===== config.mk =====
export PLATFORM = sky130hd
export DESIGN_NAME = unicor_regs
export DESIGN_NICKNAME = d
export VERILOG_FILES = /design/src/design/unicor_pkg.sv /design/src/design/unicor_otp_cells.sv /design/src/design/unicor_regs.sv
export VERILOG_INCLUDE_DIRS = /design/src /design/src/design
export SDC_FILE = /design/constraint.sdc
export NUM_CORES = 1
export LEC_CHECK = 0
export BUFFER_PORTS_ARGS = -buffer_cell sky130_fd_sc_hd__buf_2
export CAP_MARGIN = 20
export CORE_ASPECT_RATIO = 1.25
export CORE_UTILIZATION = 36
export CTS_CLUSTER_DIAMETER = 120
export DETAILED_ROUTE_END_ITERATION = 6
export PLACE_DENSITY_LB_ADDON = 0.25
export SLEW_MARGIN = 20
export SYNTH_ARGS = -nofsm -noshare
export SYNTH_HDL_FRONTEND = slang
export SYNTH_SLANG_ARGS = --single-unit

===== constraint.sdc =====
create_clock -name ref_clk -period 2.8 [get_ports ref_clk]
set_input_delay 0.28 -clock ref_clk [delete_from_list [all_inputs] [get_ports ref_clk]]
set_output_delay 0.28 -clock ref_clk [all_outputs]
set_load 0.02 [all_outputs]

===== src/design/unicor_cfg.svh =====
// constants of the node address, pin level, position compare and otp register group
// Notes on behaviour
// eight-bit node address picks answered frames
// address pin active adds one to address
// address 0..253, reset zero, 254 not incremented; the code still adds one to 254, giving 255
// reply delay codes 2n,2n+1 give (2n+1)*8 bits
// host avoids delay codes 0,1 on shared bus
// pin levels read live in bits 5..0
// bit 6 shows external step source mode
// bit 7 shows switch node comparator output
// bits 31..24 hold fixed version code
// polarity bit drives serial out pin level
// polarity bit resets to one
// 32-bit compare value, pulse on diag pin
// pulse high while position equals compare value
// each unlocked write programs one memory bit
// read of program register reloads read data
// bits 2..0 pick bit, 5..4 pick byte
// program only with unlock key, 10 ms per bit
// comparison evaluated on every clock cycle
`ifndef UNICOR_CFG_SVH
`define UNICOR_CFG_SVH

// ==========================================================
// register indices
`define UNICOR_ADDR_W 7
`define UNICOR_REG_UNIT_CFG 7'h03
`define UNICOR_REG_PIN_LEVELS 7'h04
`define UNICOR_REG_OUT_POLARITY 7'h04
`define UNICOR_REG_MATCH_VALUE 7'h05
`define UNICOR_REG_OTP_BIT_PROGRAM 7'h06
`define UNICOR_REG_OTP_READ 7'h07

// ==========================================================
// field layouts
`define UNICOR_NODE_MSB 7
`define UNICOR_NODE_LSB 0
`define UNICOR_DELAY_MSB 11
`define UNICOR_DELAY_LSB 8
`define UNICOR_POL_BIT 0
`define UNICOR_VERSION_MSB 31
`define UNICOR_VERSION_LSB 24
`define UNICOR_OTP_BIT_MSB 2
`define UNICOR_OTP_BIT_LSB 0
`define UNICOR_OTP_BYTE_MSB 5
`define UNICOR_OTP_BYTE_LSB 4
`define UNICOR_OTP_KEY_MSB 15
`define UNICOR_OTP_KEY_LSB 8
`define UNICOR_PIN_FIELD_W 16

// ==========================================================
// values
`define UNICOR_OTP_KEY 8'hbd
`define UNICOR_NODE_RESET 8'h00
`define UNICOR_DELAY_RESET 4'h0
`define UNICOR_POL_RESET 1'h1
`define UNICOR_OTP_BYTES 4
`define UNICOR_DELAY_W 7
`define UNICOR_CNT_W 20

// ==========================================================
// timing
`define UNICOR_CLK_KHZ 25000
`define UNICOR_OTP_BIT_PROGRAM_TIME_MS 10
`define UNICOR_OTP_BIT_PROGRAM_CYCLES (`UNICOR_OTP_BIT_PROGRAM_TIME_MS * `UNICOR_CLK_KHZ)

`endif


===== src/design/unicor_pkg.sv =====
// types of the node address, pin level, position compare and otp register group
`include "unicor_cfg.svh"
package unicor_pkg;

  // ==========================================================
  // otp programming sequencer
  typedef enum logic [0:0] {
    UNICOR_OTP_IDLE,
    UNICOR_OTP_BURN
  } unicor_otp_state_t;

  // ==========================================================
  // whole state of the register group
  typedef struct packed {
    logic [7:0] node_address_r;          // programmed node address
    logic [3:0] reply_delay_r;           // reply delay code
    logic polarity_r;                    // serial out pin polarity
    logic [31:0] match_value_r;          // position compare value
    logic pulse_r;                       // position pulse
    logic [7:0] node_eff_r;              // address after increment
    logic [`UNICOR_DELAY_W-1:0] delay_bits_r; // reply delay in bit times
    logic [31:0] rdata_r;                // read answer
    logic rvalid_r;                      // read answer strobe
    logic [31:0] otp_read_r;             // latched otp read data
    unicor_otp_state_t otp_state;        // sequencer state
    logic [`UNICOR_CNT_W-1:0] otp_count_r; // burn time left
    logic [1:0] prog_byte_r;             // byte being burnt
    logic [2:0] prog_bit_r;              // bit being burnt
    logic prog_fire_r;                   // one-cycle burn strobe
    logic sdo_level_r;                   // serial out pin level
    logic sdo_oe_r;                      // serial out pin enable
  } unicor_state_t;

  // ==========================================================
  // otp cell array state
  typedef struct packed {
    logic [`UNICOR_OTP_BYTES-1:0][7:0] cells_r; // fused bits
  } unicor_cells_t;

endpackage : unicor_pkg


===== src/design/unicor_otp_cells.sv =====
// one-time memory cell array, set one bit per burn strobe
`timescale 1ns/1ps
`include "unicor_cfg.svh"
module unicor_otp_cells (
  input wire logic ref_clk,
  input wire logic rst,
  input wire logic prog_fire,
  input wire logic [1:0] prog_byte,
  input wire logic [2:0] prog_bit,
  output logic [31:0] cells
);

  // ==========================================================
  // state
  unicor_pkg::unicor_cells_t cur_r; // registered cells
  unicor_pkg::unicor_cells_t cur_nxt; // next cells
  // a net, since every cell bit has its own generated driver
  wire logic [`UNICOR_OTP_BYTES-1:0][7:0] set_vec; // cells hit this cycle

  // ==========================================================
  // per-cell set decode
  genvar gb;
  genvar gi;
  generate
    for (gb = 0; gb < `UNICOR_OTP_BYTES; gb++) begin : g_byte
      for (gi = 0; gi < 8; gi++) begin : g_bit
        // fuse only ever goes to one, never back
        assign set_vec[gb][gi] = prog_fire && (prog_byte == 2'(gb)) && (prog_bit == 3'(gi));
      end
    end
  endgenerate

  // next value: sticky or of the hit cell
  always_comb begin
    cur_nxt = cur_r;
    cur_nxt.cells_r = cur_r.cells_r | set_vec;
  end

  // register; reset stands in for unfused silicon
  always_ff @(posedge ref_clk) begin
    if (rst) begin
      cur_r <= '0;
    end else begin
      cur_r <= cur_nxt;
    end
  end

  assign cells = cur_r.cells_r;

endmodule : unicor_otp_cells


===== src/design/unicor_regs.sv =====
// general configuration register group: node address, pin levels, polarity, compare, otp
`timescale 1ns/1ps
`include "unicor_cfg.svh"
module unicor_regs #(
  // burn time per bit in cycles; shorten in simulation
  parameter int unsigned OTP_BIT_PROGRAM_CYCLES = `UNICOR_OTP_BIT_PROGRAM_CYCLES,
  // arbitrary version code, no meaning
  parameter logic [7:0] VERSION_CODE = 8'h5a
) (
  input wire logic ref_clk,
  input wire logic rst,
  // register access from the serial interface
  input wire logic reg_wr,
  input wire logic reg_rd,
  input wire logic [`UNICOR_ADDR_W-1:0] reg_addr,
  input wire logic [31:0] reg_wdata,
  output logic [31:0] reg_rdata,
  output logic reg_rvalid,
  // input pins
  input wire logic left_ref_step_input,
  input wire logic right_ref_direction_input,
  input wire logic encoder_b_config_pin,
  input wire logic encoder_a_config_pin,
  input wire logic driver_disable_pin,
  input wire logic encoder_index_config_pin,
  input wire logic step_source_select,
  input wire logic switch_node_comparator,
  input wire logic address_increment_pin,
  input wire logic uart_mode,
  // motion controller position
  input wire logic [31:0] actual_position,
  // derived configuration toward the uart
  output logic [7:0] node_address,
  output logic [`UNICOR_DELAY_W-1:0] reply_delay_bit_times,
  // pins driven
  output logic serial_out_config_pin,
  output logic serial_out_config_oe,
  output logic position_pulse_output_pin,
  // otp status
  output logic otp_busy,
  output logic [31:0] otp_read_data
);

  // ==========================================================
  // state and helper signals
  unicor_pkg::unicor_state_t st_r;   // registered state
  unicor_pkg::unicor_state_t st_nxt; // next state
  logic [31:0] otp_cells;            // fused bits from the array
  logic [`UNICOR_CNT_W-1:0] burn_load; // reload of burn counter
  logic key_ok;                      // unlock key present in write

  // counter width holds the full default burn time
  assign burn_load = `UNICOR_CNT_W'(OTP_BIT_PROGRAM_CYCLES - 1);

  // ==========================================================
  // decode functions

  // write strobe for one register index
  function automatic logic hit_wr(
    input logic wr,
    input logic [`UNICOR_ADDR_W-1:0] addr,
    input logic [`UNICOR_ADDR_W-1:0] idx
  );
    hit_wr = wr && (addr == idx);
  endfunction : hit_wr

  // reply delay: codes 2n and 2n+1 both give (2n+1)*8 bit times
  function automatic logic [`UNICOR_DELAY_W-1:0] delay_of(input logic [3:0] code);
    delay_of = {code[3:1], 1'b1, 3'h0};
  endfunction : delay_of

  // live pin levels packed as read back
  function automatic logic [31:0] pin_word(
    input logic [7:0] pins,
    input logic [7:0] ver
  );
    pin_word = '0;
    pin_word[7:0] = pins;
    pin_word[`UNICOR_VERSION_MSB:`UNICOR_VERSION_LSB] = ver;
  endfunction : pin_word

  // ==========================================================
  // next-state logic
  always_comb begin
    st_nxt = st_r;
    key_ok = reg_wdata[`UNICOR_OTP_KEY_MSB:`UNICOR_OTP_KEY_LSB] == `UNICOR_OTP_KEY;

    // --- unit address configuration write
    if (hit_wr(reg_wr, reg_addr, `UNICOR_REG_UNIT_CFG)) begin
      st_nxt.node_address_r = reg_wdata[`UNICOR_NODE_MSB:`UNICOR_NODE_LSB];
      st_nxt.reply_delay_r = reg_wdata[`UNICOR_DELAY_MSB:`UNICOR_DELAY_LSB];
    end

    // --- output polarity write; shares its index with the pin read
    if (hit_wr(reg_wr, reg_addr, `UNICOR_REG_OUT_POLARITY)) begin
      st_nxt.polarity_r = reg_wdata[`UNICOR_POL_BIT];
    end

    // --- position compare value write
    if (hit_wr(reg_wr, reg_addr, `UNICOR_REG_MATCH_VALUE)) begin
      st_nxt.match_value_r = reg_wdata;
    end

    // --- effective node address; the host keeps 254 out of use with the pin
    if (address_increment_pin) begin
      st_nxt.node_eff_r = st_r.node_address_r + 8'h01;
    end else begin
      st_nxt.node_eff_r = st_r.node_address_r;
    end

    // --- reply delay in bit times for the transmitter
    st_nxt.delay_bits_r = delay_of(st_r.reply_delay_r);

    // --- position pulse: compared each cycle, drops on first mismatch
    st_nxt.pulse_r = (actual_position == st_r.match_value_r);

    // --- serial out pin acts as chain output only in uart mode
    st_nxt.sdo_level_r = st_r.polarity_r;
    st_nxt.sdo_oe_r = uart_mode;

    // --- read answer, one cycle after the strobe
    st_nxt.rvalid_r = reg_rd;
    if (reg_rd) begin
      unique case (reg_addr)
        `UNICOR_REG_PIN_LEVELS: begin
          // pins sampled at the strobe, so the value is live
          st_nxt.rdata_r = pin_word({switch_node_comparator,
                                     step_source_select,
                                     encoder_index_config_pin,
                                     driver_disable_pin,
                                     encoder_a_config_pin,
                                     encoder_b_config_pin,
                                     right_ref_direction_input,
                                     left_ref_step_input}, VERSION_CODE);
        end
        `UNICOR_REG_OTP_READ: begin
          // shows the data latched by the last refresh
          st_nxt.rdata_r = st_r.otp_read_r;
        end
        default: begin
          // write-only or unmapped indices read as zero
          st_nxt.rdata_r = '0;
        end
      endcase
    end else begin
      st_nxt.rdata_r = '0;
    end

    // --- read of the program register refreshes otp read data
    if (reg_rd && (reg_addr == `UNICOR_REG_OTP_BIT_PROGRAM)) begin
      st_nxt.otp_read_r = otp_cells;
    end

    // --- otp burn sequencer
    st_nxt.prog_fire_r = 1'b0;
    unique case (st_r.otp_state)
      unicor_pkg::UNICOR_OTP_IDLE: begin
        // a write without the key is dropped silently
        if (hit_wr(reg_wr, reg_addr, `UNICOR_REG_OTP_BIT_PROGRAM) && key_ok) begin
          st_nxt.prog_bit_r = reg_wdata[`UNICOR_OTP_BIT_MSB:`UNICOR_OTP_BIT_LSB];
          st_nxt.prog_byte_r = reg_wdata[`UNICOR_OTP_BYTE_MSB:`UNICOR_OTP_BYTE_LSB];
          st_nxt.otp_count_r = burn_load;
          st_nxt.otp_state = unicor_pkg::UNICOR_OTP_BURN;
        end
      end
      unicor_pkg::UNICOR_OTP_BURN: begin
        // writes during a burn are ignored: one bit per access
        if (st_r.otp_count_r == '0) begin
          st_nxt.prog_fire_r = 1'b1;
          st_nxt.otp_state = unicor_pkg::UNICOR_OTP_IDLE;
        end else begin
          st_nxt.otp_count_r = st_r.otp_count_r - `UNICOR_CNT_W'(1);
        end
      end
    endcase
  end

  // ==========================================================
  // state register
  always_ff @(posedge ref_clk) begin
    if (rst) begin
      st_r <= '0;
      st_r.node_address_r <= `UNICOR_NODE_RESET;
      st_r.node_eff_r <= `UNICOR_NODE_RESET;
      st_r.reply_delay_r <= `UNICOR_DELAY_RESET;
      st_r.polarity_r <= `UNICOR_POL_RESET;
      st_r.sdo_level_r <= `UNICOR_POL_RESET;
      st_r.otp_state <= unicor_pkg::UNICOR_OTP_IDLE;
    end else begin
      st_r <= st_nxt;
    end
  end

  // ==========================================================
  // otp cell array
  unicor_otp_cells u_cells (
    .ref_clk(ref_clk),
    .rst(rst),
    .prog_fire(st_r.prog_fire_r),
    .prog_byte(st_r.prog_byte_r),
    .prog_bit(st_r.prog_bit_r),
    .cells(otp_cells)
  );

  // ==========================================================
  // outputs, all straight from flip-flops
  assign reg_rdata = st_r.rdata_r;
  assign reg_rvalid = st_r.rvalid_r;
  assign node_address = st_r.node_eff_r;
  assign reply_delay_bit_times = st_r.delay_bits_r;
  assign serial_out_config_pin = st_r.sdo_level_r;
  assign serial_out_config_oe = st_r.sdo_oe_r;
  assign position_pulse_output_pin = st_r.pulse_r;
  assign otp_busy = (st_r.otp_state == unicor_pkg::UNICOR_OTP_BURN);
  assign otp_read_data = st_r.otp_read_r;

endmodule : unicor_regs


* Word-level counts from Yosys, hierarchy flattened
Cells that the tools add are included.
Word-level totals: input port bits 85, bits in registers 187, word-level logic and storage cells 107, output and inout port bits 84
Operators by class: reduce and logical (&&, ||, !) cells 49, equality and inequality tests 19, $add $sub $neg 2, muxes and demuxes 12, bitwise logic cells 3
Operators with widths (number):
- $mux W98 | 1
- $mux W32 | 2
- $pmux W32 S2 | 1
- $logic_and A1 B1 Y1 | 42
- $pmux W21 S2 | 1
- $eq A32 B32 Y1 | 1
- $or A32 B32 Y32 | 1
- $eq A7 B3 Y1 const B | 4
- $mux W26 | 1
- $logic_not A20 Y1 | 1
- $mux W20 | 1
- $sub A20 B1 Y20 const B | 1
- $eq A3 B3 Y1 const B | 4
- $add A8 B1 Y8 const B | 1
- $eq A8 B8 Y1 const B | 1
- $mux W8 | 1
- $eq A7 B2 Y1 const B | 1
- $eq A3 B2 Y1 const B | 2
- $mux W5 | 1
- $eq A2 B2 Y1 const B | 2
- $ne A2 B2 Y1 const B | 2
- $reduce_and A2 Y1 | 2
- $reduce_or A2 Y1 | 2
- $eq A3 B1 Y1 const B | 1
- other kinds (5) | 8

* Logic depth before layout (Yosys ltp)
Gate-level depths: netlist of run 1.
depth in word-level cells 6, mapped depth 7

* Cells and area by module
From an unflattened synthesis of run 1, not the netlist that was laid out.
Unflattened totals: cells, all modules 854, area, all modules 7612.3 um^2
By module, submodules not included:
- unicor_regs | area an instance 6397.4 um^2, times used 1, seq. area each 3022.9 um^2, cells an instance 737
- unicor_otp_cells | area an instance 1214.9 um^2, times used 1, seq. area each 640.6 um^2, cells an instance 117

* Worst setup path after synthesis of run 1
No wires, ideal clock.
path type reg2reg, start register st_r, in the netlist otp_busy, end register st_r[21] (netlist bit), buffers on the path 1, slack 0.875 ns, library setup time 0.067 ns, clock period less this slack 1.925 ns, stages on the path, launching flop included 6, arrival time 1.858 ns, cells stage by stage dfxtp_1 > or3b_1 > buf_2 > or4_1 > or3_1 > a21oi_2
On the way: cells in the longest elaborated chain, start to end 3, elaborated cells between the ends (all ways) 5, classes of those cells eq/ne (2); mux (1); bitwise (1); reduce/logical (1)
RTL lines:
- start, declared | line unicor_regs.sv:46 | unicor_pkg::unicor_state_t st_r;
- start signal, assigned | line unicor_regs.sv:190 | st_r <= st_nxt;
- $not A1 Y1 (no source line)
- $ne A2 B2 Y1 (no source line)
- $reduce_and A2 Y1 (no source line)
Parallel ways exist; a longest one is shown, timed or not. A chain may end at the register's enable or synchronous reset.

* Worst setup path in the final report of run 1
start register st_r[18] (netlist bit), end register st_r[12] (netlist bit)
On the way: cells in the longest elaborated chain, start to end 3
RTL lines:
- $logic_not A20 Y1 | line unicor_regs.sv:168 | if (st_r.otp_count_r == '0) begin
- $ne A2 B2 Y1 (no source line)
- $reduce_and A2 Y1 (no source line)
No other way between the ends.

==> impl_metrics.json, run 1 <==
{
  "status": "finished clean",
  "synth_cells": 859,
  "htreeDepth": 4,
  "grt_usage_pct": 16.5,
  "clk_path_buf_depth": 2,
  "synth_top_family_by_area": "simple AND/OR/NAND/NOR gates",
  "drt_iter0_drc": 338,
  "synth_area_leader_cell": "dfxtp_1",
  "synth_area_um2": 7460,
  "hold_violations": 0,
  "drv_slew": 0,
  "syn_area_per_cell_um2": 8.68,
  "switchingPower_mw": 1.17,
  "die_width_um": 131,
  "clk_latency_ns": 0.43,
  "dominantRegCellSynth": "dfxtp_1",
  "synth_compound_area_share_pct": 10.8,
  "synth-xor-area-share_pct": 5.64,
  "arrival_ns": 2.43,
  "worst_pin_slew_ns": 0.793,
  "finalCritPeriodShare_pct": 73.9,
  "drt.antenna.violating_nets": 0,
  "die_h_um": 163,
  "p_sw_share_pct": 22.5,
  "fmax_mhz": 483,
  "ir_drop_uv": 395,
  "drt-total-wl_um": 17000,
  "io_pins": 169,
  "hold_slack_ns": 0.0575,
  "crit_end": "st_r[12]",
  "placed_cell_area_um2": 7950,
  "drive_above_1_share_pct": 23.4,
  "cap_violations": 0,
  "ys_seq_area_share_pct": 49.1,
  "rr_startpoint": "st_r[18]",
  "antenna_found_initial": 0,
  "dieArea_um2": 21300,
  "period_needed_ns": 2.07,
  "cp-start-kind": "register",
  "async_flop_share_pct": 0,
  "r2r-end": "st_r[12]",
  "first_pass_iters": 4,
  "seq_area_um2": 3660,
  "cts_sinks": 183,
  "synth.area.top_cells": "dfxtp_1 49%, buf_4 8.0%, a21oi_1 7.8%",
  "ys_types": 52,
  "grt_max_degree": 143,
  "n_fill_cell": 2033,
  "skew_ns": 0.0112,
  "fin_nets": 1018,
  "multi_input_area_um2": 3000,
  "overflow": 0,
  "rsz0062_at_grt": "no",
  "hp-class": "in2reg",
  "p_clk_share_pct": 46.6,
  "vias": 5641,
  "cts_setup_buffers": 0,
  "yosysTopAreaCellShare_pct": 49.1,
  "rows": 58,
  "place_ws_ns": 0.614,
  "place_hpwl_um": 11800,
  "synth_fa_ha_area_share_pct": 0.503,
  "crit_required_ns": 3.16,
  "reg2regPathDepth": 5,
  "yosys.area_share.simple_pct": 21.4,
  "crit_start": "st_r[18]",
  "core_area_um2": 20200,
  "holdBufCountCts": 0,
  "cts-root-buf": "clkbuf_16",
  "tns_ns": 0,
  "p_int_mw": 4.04,
  "numPortBuffers": 165,
  "synth_edf_count": 0,
  "layout_setup_ws_ns": 0.730,
  "yosys-mux-area-fraction_pct": 1.61,
  "cellPowerDensity_nw_per_um2": 610,
  "setup_viol": 0,
  "endpoint_kind": "register",
  "regToRegSetupSlack_ns": 0.73,
  "seq_power_share_pct": 50.0,
  "clkTransAtPathRegs_ns": 0.07,
  "cp_max_fo": 6,
  "diodes": 0,
  "initial_core_util_pct": 36.8,
  "grt_pass1_vias": 5213,
  "grt_first_pass_wirelength_um": 26900,
  "synth-seq-cells": 183,
  "cts_tree": "done",
  "via_per_inst": 4.65,
  "max_slew_margin_pct": 47.0,
  "finish.instance_area_um2": 8540,
  "routedWlPerCell_um": 14.0,
  "crit_type": "reg2reg",
  "area_growth_pct": 14.5,
  "cts-resized-gates": 0,
  "leakage_nw": 3.46,
  "cts_made_buffers": 17,
  "pwr-share-comb_pct": 3.3,
  "yosys_warnings": 0,
  "gp_congestion": 0.769,
  "drc_errors": 0
}
[area by class of cell]
cell class / instances / share of cell area [%]
well taps: 270 / 3.96
repair buffers: 177 / 10.9
multi-input cells: 546 / 35.1
flip-flops and latches: 183 / 42.9
clock buffers: 21 / 5.28
inverters: 5 / 0.220
clock inverters: 11 / 1.63
[worst min-delay path by stage]
stage                 startpoint                   end  cells past startpoint
2_1_floorplan          uart_mode  serial_out_config_oe                      1
3_3_place_gp   u_cells.cells[13]     otp_read_data[13]                      2
3_5_place_dp   u_cells.cells[31]     otp_read_data[31]                      2
4_1_cts                uart_mode  serial_out_config_oe                      2
5_1_grt                uart_mode  serial_out_config_oe                      2
6_report               uart_mode  serial_out_config_oe                      2
[cells in the mapped netlist (7+ instances only)]
master	number
a21oi_1	116
nor3_1	7
a22oi_1	7
nand4_1	17
buf_4	79
dfxtp_1	183
clkbuf_1	36
nand3_1	8
xnor2_1	31
nand2_1	151
xor2_1	17
mux2i_1	12
buf_2	10
and2_1	22
nor4_1	7
nor2_1	79
[per-layer routing]
layer | track usage, % | vias to the layer above | part of all wire (%) | wire length (um)
met5 | 0 | - | 0 | 0
met4 | 4.70 | 0 | 0.95 | 161
met3 | 5.06 | 13 | 5.9 | 1010
met2 | 28.0 | 147 | 49 | 8410
met1 | 19.8 | 2569 | 44 | 7430
li1 | - | 2912 | - | -
[worst max-delay path, stage by stage (launching register included)]
cell,delay (ns)
dfxtp_1,0.35
nor4_2,0.45
and4_1,0.49
a21oi_2,0.14
a2111oi_0,0.43
a41o_1,0.14
[placed cells by master (no fill, tap or decap), types with 5 or more instances in the layout]
cell type,n
nand4_1,17
nor2b_1,6
buf_2,164
xor2_1,17
nor3_1,7
or4_1,5
nand3_1,8
nand2_1,151
nor2_1,79
dfxtp_1,183
and2_1,22
clkbuf_16,17
buf_4,12
inv_1,5
nor4_1,7
xnor2_1,31
mux2i_1,12
a22oi_1,7
a21oi_1,116
nor3b_1,6
or3_1,5
[kinds of logic after synthesis]
kind of cell	count (synthesis)
compound gates	145
simple gates	335
mux	12
other cells	1
fa+ha+maj	3
buf+inv	132
xor+xnor	48
flops	183
[flip-flops by register name, summed over array words and instances, names as in the netlist]
name / count
otp_busy: 1
st_r: 66
reply_delay_bit_times: 4
st_nxt: 4
serial_out_config_pin: 1
u_cells.cells: 32
otp_read_data: 32
position_pulse_output_pin: 1
serial_out_config_oe: 1
node_address: 8
reg_rvalid: 1
reg_rdata: 32
[metrics by stage]
stage               power [mW]  util [%]  cells
floorplan                 2.75         -    861
global placement          2.84      39.3   1181
detailed placement        2.85      39.3   1181
CTS                       5.28      42.2   1213
global route              5.40      42.2   1213
finish                    5.21      42.2   1213
[power groups by stage]
stage	combinational (mW)	sequential, mW	clock, mW
2_1_floorplan	0.0840	2.67	0
3_3_place_gp	0.176	2.67	0
3_5_place_dp	0.178	2.67	0
4_1_cts	0.178	2.61	2.49
5_1_grt	0.192	2.61	2.60
6_report	0.174	2.61	2.43
Note: power is estimated with default switching activity, not from simulation.
==> inputs of run 2 (changes only) <==
- clock period: 2.8 -> 1.99 ns (I/O delays scaled with it)
==> impl_metrics.json, run 2 (same netlist as run 1, synthesis figures left out) <==
{
  "status": "finished clean",
  "setup_viol": 0,
  "rows": 58,
  "crit_buf_inv": 1,
  "grt_first_pass_wirelength_um": 27600,
  "core_area_um2": 20200,
  "dp.cells": 1197,
  "reg2regPathDepth": 6,
  "via_per_inst": 4.64,
  "rsz0062_at_grt": "no",
  "largest_register_ffs": 66,
  "cp-start-kind": "register",
  "cellPowerDensity_nw_per_um2": 833,
  "antenna_found_initial": 1,
  "holdPathStages": 3,
  "grt_pass1_vias": 5548,
  "fmax_mhz": 548,
  "cap_violations": 0,
  "cts_sinks": 183,
  "area_growth_pct": 18.3,
  "tns_ns": 0,
  "n_fill_cell": 2019,
  "fin_nets": 1049,
  "grt_max_degree": 143,
  "initial_core_util_pct": 36.8,
  "hold_violations": 0,
  "endpoint_kind": "register",
  "fin_total_pwr_mw": 7.36,
  "regToRegSetupSlack_ns": 0.17,
  "regMostFlops": "st_r",
  "dieArea_um2": 21300,
  "drc_errors": 0,
  "drt.antenna.violating_nets": 0,
  "crit_required_ns": 2.36,
  "skew_ns": 0.00763,
  "layout_commonest_cell": "dfxtp_1",
  "cts-root-buf": "clkbuf_16",
  "r2r-end": "st_r[12]",
  "slowest_delay_ns": 0.45,
  "crit_type": "reg2reg",
  "finalCritPeriodShare_pct": 91.7,
  "gp_congestion": 0.800,
  "drv_slew": 0,
  "numPortBuffers": 165,
  "clk_latency_ns": 0.43,
  "die_width_um": 131,
  "clkTransAtPathRegs_ns": 0.07,
  "vias": 5775,
  "cp_top_family": "compound AO/OA/AOI/OAI gates",
  "period_needed_ns": 1.82,
  "cts_made_buffers": 17,
  "drive_above_1_share_pct": 24.6,
  "drt-total-wl_um": 17200,
  "io_pins": 169,
  "cp_max_fo": 5,
  "cp_cell_sequence": "nor4_2 > and4_1 > buf_4 > a21oi_2 > a2111oi_1 > a41o_1",
  "cp_slowest_cell": "a2111oi_1",
  "mostFrequentLayoutCells": "183 x dfxtp_1, 164 x buf_2, 151 x nand2_1, 116 x a21oi_1, 79 x nor2_1",
  "rr_startpoint": "st_r[18]",
  "hp-class": "in2reg",
  "cts_tree": "done",
  "hold_path_end": "st_r[154]",
  "place_hpwl_um": 12000,
  "ir_drop_uv": 549,
  "leakage_nw": 3.62,
  "htreeDepth": 4,
  "first_pass_iters": 4,
  "drt_iter0_drc": 277,
  "worstHoldStart": "reg_wdata[7]",
  "arrival_ns": 2.19,
  "fin_cells": 1244,
  "overflow": 0,
  "clk_path_buf_depth": 2,
  "max_slew_margin_pct": 58.5,
  "routedWlPerCell_um": 13.8,
  "worst_pin_slew_ns": 0.623,
  "grt_usage_pct": 16.9,
  "die_h_um": 163,
  "finish.utilization_pct": 43.6
}
run 2: what timing repair did:
item                                    in CTS  in global routing
gates resized for setup                      0                  3
endpoints found under the hold margin       15                  0
hold buffers                                15                  0
buffers inserted                             0                  0
endpoints found under the setup margin       0                  3
run 2: power breakdown:
| part | switching (mW) | internal [mW] |
|---|---|---|
| sequential | 0.00237 | 3.67 |
| clock | 1.44 | 1.97 |
| combinational | 0.148 | 0.126 |
run 2: area by class of cell:
type | count | area, um2 | share of cell area (%)
tap | 270 | 338 | 3.83
timing repair buffer | 208 | 1210 | 13.7
inverter | 5 | 18.8 | 0.213
clock inverter | 12 | 153 | 1.73
sequential | 183 | 3660 | 41.5
multi-input combinational | 546 | 3010 | 34.1
clock buffer | 19 | 433 | 4.90
antenna | 1 | 2.50 | 0.0283
run 2: tightest hold or removal path: stages:
cell and delay (ns):
buf_2 0.09, mux2i_1 0.05, nor2_1 0.07
run 2: how the worst max path moves through the flow:
stage / startpoint / slack [ns] / to / cells after the start
global placement: reg_addr[5] / 0.19 / st_r[21] / 6
detailed placement: st_r[14] / 0.11 / st_r[12] / 6
floorplan: otp_busy / 0.06 / st_r[21] / 5
finish: st_r[18] / 0.17 / st_r[12] / 6
global route: st_r[14] / 0.02 / st_r[12] / 6
CTS: st_r[8] / 0.13 / st_r[12] / 7
run 2: layer usage:
metal | up-vias | routed length [um] | track usage, %
met4 | 0 | 165 | 5.12
met3 | 15 | 996 | 5.65
met1 | 2638 | 7450 | 19.4
li1 | 2981 | - | -
met5 | - | 0 | 0
met2 | 141 | 8570 | 29.2
run 2: per-stage QoR:
step | instance area [um2] | hold slack [ns] | worst slack (ns)
final | 8830 | 0.0129 | 0.165
after floorplan | 7470 | 0.327 | 0.0645
after CTS | 8820 | 0.000133 | 0.126
after global routing | 8830 | 0.00418 | 0.0164
after global placement | 8080 | 0.405 | 0.187
after detailed placement | 8080 | 0.418 | 0.111
==> inputs of run 3 (changes only) <==
- GPL_TIMING_DRIVEN: unset -> 0
==> impl_metrics.json, run 3 (same netlist as run 1, synthesis figures left out) <==
{
  "status": "finished clean",
  "r2r-end": "st_r[12]",
  "overflow": 0,
  "diodes": 0,
  "clk_latency_ns": 0.43,
  "cts_sinks": 183,
  "cellPowerDensity_nw_per_um2": 755,
  "max_slew_margin_pct": 18.6,
  "fmax_mhz": 523,
  "cp-start-kind": "register",
  "worst_pin_slew_ns": 1.22,
  "setup_viol": 0,
  "crit_start": "st_r[8]",
  "largest_register_ffs": 66,
  "place_ws_ns": -0.173,
  "drv_slew": 0,
  "mostFrequentLayoutCells": "182 x dfxtp_1, 173 x buf_2, 151 x nand2_1, 116 x a21oi_1",
  "regMostFlops": "st_r",
  "drc_errors": 0,
  "area_growth_pct": 24.9,
  "skew_ns": 0.00625,
  "grt_max_degree": 17,
  "multi_input_area_um2": 3020,
  "wl_met3_um": 1030,
  "layout_setup_ws_ns": 0.0773,
  "drt.antenna.violating_nets": 0,
  "fin_nets": 1145,
  "cap_violations": 0,
  "finish.instance_area_um2": 9320,
  "drt_iter0_drc": 359,
  "initial_core_util_pct": 36.8,
  "hp-class": "in2reg",
  "hold_violations": 0,
  "numPortBuffers": 163,
  "core_area_um2": 20200,
  "grt_first_pass_wirelength_um": 28300,
  "reg2regPathDepth": 7,
  "top_layer": "met4",
  "grt_pass1_vias": 5721,
  "crit_required_ns": 2.36,
  "gp_congestion": 0.786,
  "cp_max_fo": 5,
  "holdPathStages": 3,
  "vias": 6090,
  "placed_cell_area_um2": 8620,
  "tns_ns": 0,
  "crit_type": "reg2reg",
  "crit_end": "st_r[12]",
  "met1_length_um": 7550,
  "rows": 58,
  "io_pins": 169,
  "seq_area_um2": 3670,
  "hold_slack_ns": 0.0101,
  "grt_usage_pct": 17.5,
  "cts_made_buffers": 17,
  "drt-total-wl_um": 18200,
  "regToRegSetupSlack_ns": 0.08,
  "endpoint_kind": "register",
  "finalCritPeriodShare_pct": 96.1,
  "leakage_nw": 3.97,
  "fin_total_pwr_mw": 7.04,
  "period_needed_ns": 1.91,
  "met2_wirelength_um": 9320,
  "ir_drop_uv": 681,
  "die_h_um": 163,
  "htreeDepth": 4,
  "arrival_ns": 2.28,
  "cts_tree": "done",
  "place_hpwl_um": 13600,
  "dieArea_um2": 21300,
  "rsz0062_at_grt": "no",
  "first_pass_iters": 4,
  "via_per_inst": 4.55,
  "die_width_um": 131,
  "clk_path_buf_depth": 2,
  "antenna_found_initial": 0,
  "layout_commonest_cell": "dfxtp_1",
  "cts-root-buf": "clkbuf_16",
  "n_fill_cell": 2021,
  "clkTransAtPathRegs_ns": 0.06,
  "rr_startpoint": "st_r[8]",
  "drive_above_1_share_pct": 28.1,
  "cts_setup_buffers": 0,
  "routedWlPerCell_um": 13.6
}
## run 3: worst max-delay path, cell delays in order, from the launching register on
cell,delay [ns]
dfxtp_1,0.34
inv_1,0.09
ha_1,0.16
nor2b_1,0.23
and2_1,0.33
a21oi_2,0.13
a2111oi_0,0.43
a41o_1,0.14
## run 3: worst min path at each step
stage,end,from,slack (ns)
2_1_floorplan,serial_out_config_oe,uart_mode,0.33
3_3_place_gp,serial_out_config_oe,uart_mode,0.41
3_5_place_dp,serial_out_config_oe,uart_mode,0.42
4_1_cts,st_r[126],reg_wdata[16],0.0002
5_1_grt,reg_rdata[0],left_ref_step_input,0.009
6_report,st_r[126],reg_wdata[16],0.01
## run 3: routing by layer
| metal | vias to the layer above | GRT usage, % |
|---|---|---|
| met3 | 17 | 4.43 |
| li1 | 3171 | - |
| met5 | - | 0 |
| met2 | 147 | 31.3 |
| met4 | 0 | 5.80 |
| met1 | 2755 | 19.9 |
## run 3: power by group
| group | switching, mW | leakage [nW] | internal [mW] | total (mW) |
|---|---|---|---|---|
| Sequential | 0.00275 | 1.48 | 3.67 | 3.67 |
| Clock | 1.43 | 0.261 | 1.65 | 3.08 |
| Combinational | 0.159 | 2.23 | 0.129 | 0.287 |
| Total | 1.59 | 3.97 | 5.44 | 7.04 |
## run 3: repair_timing
action	in CTS	in global routing
hold endpoints to repair	14	0
cloned	0	0
resized for setup	1	4
hold buffers	14	0
endpoints found under the setup margin	1	5
## run 3: final cells by class
cell class / count / area share (%)
timing repair buffer: 177 / 10.3
clock inverter: 11 / 0.806
clock buffer: 19 / 4.86
inverter: 5 / 0.201
tap: 270 / 3.63
sequential: 183 / 39.4
buffer: 127 / 8.51
multi-input combinational: 546 / 32.4
## run 3: stage by stage
step                      utilization [%]  std cells
after CTS                            45.9       1338
after floorplan                         -        861
final                                46.0       1338
after global routing                 46.0       1338
after global placement               42.6       1294
after detailed placement             42.6       1294
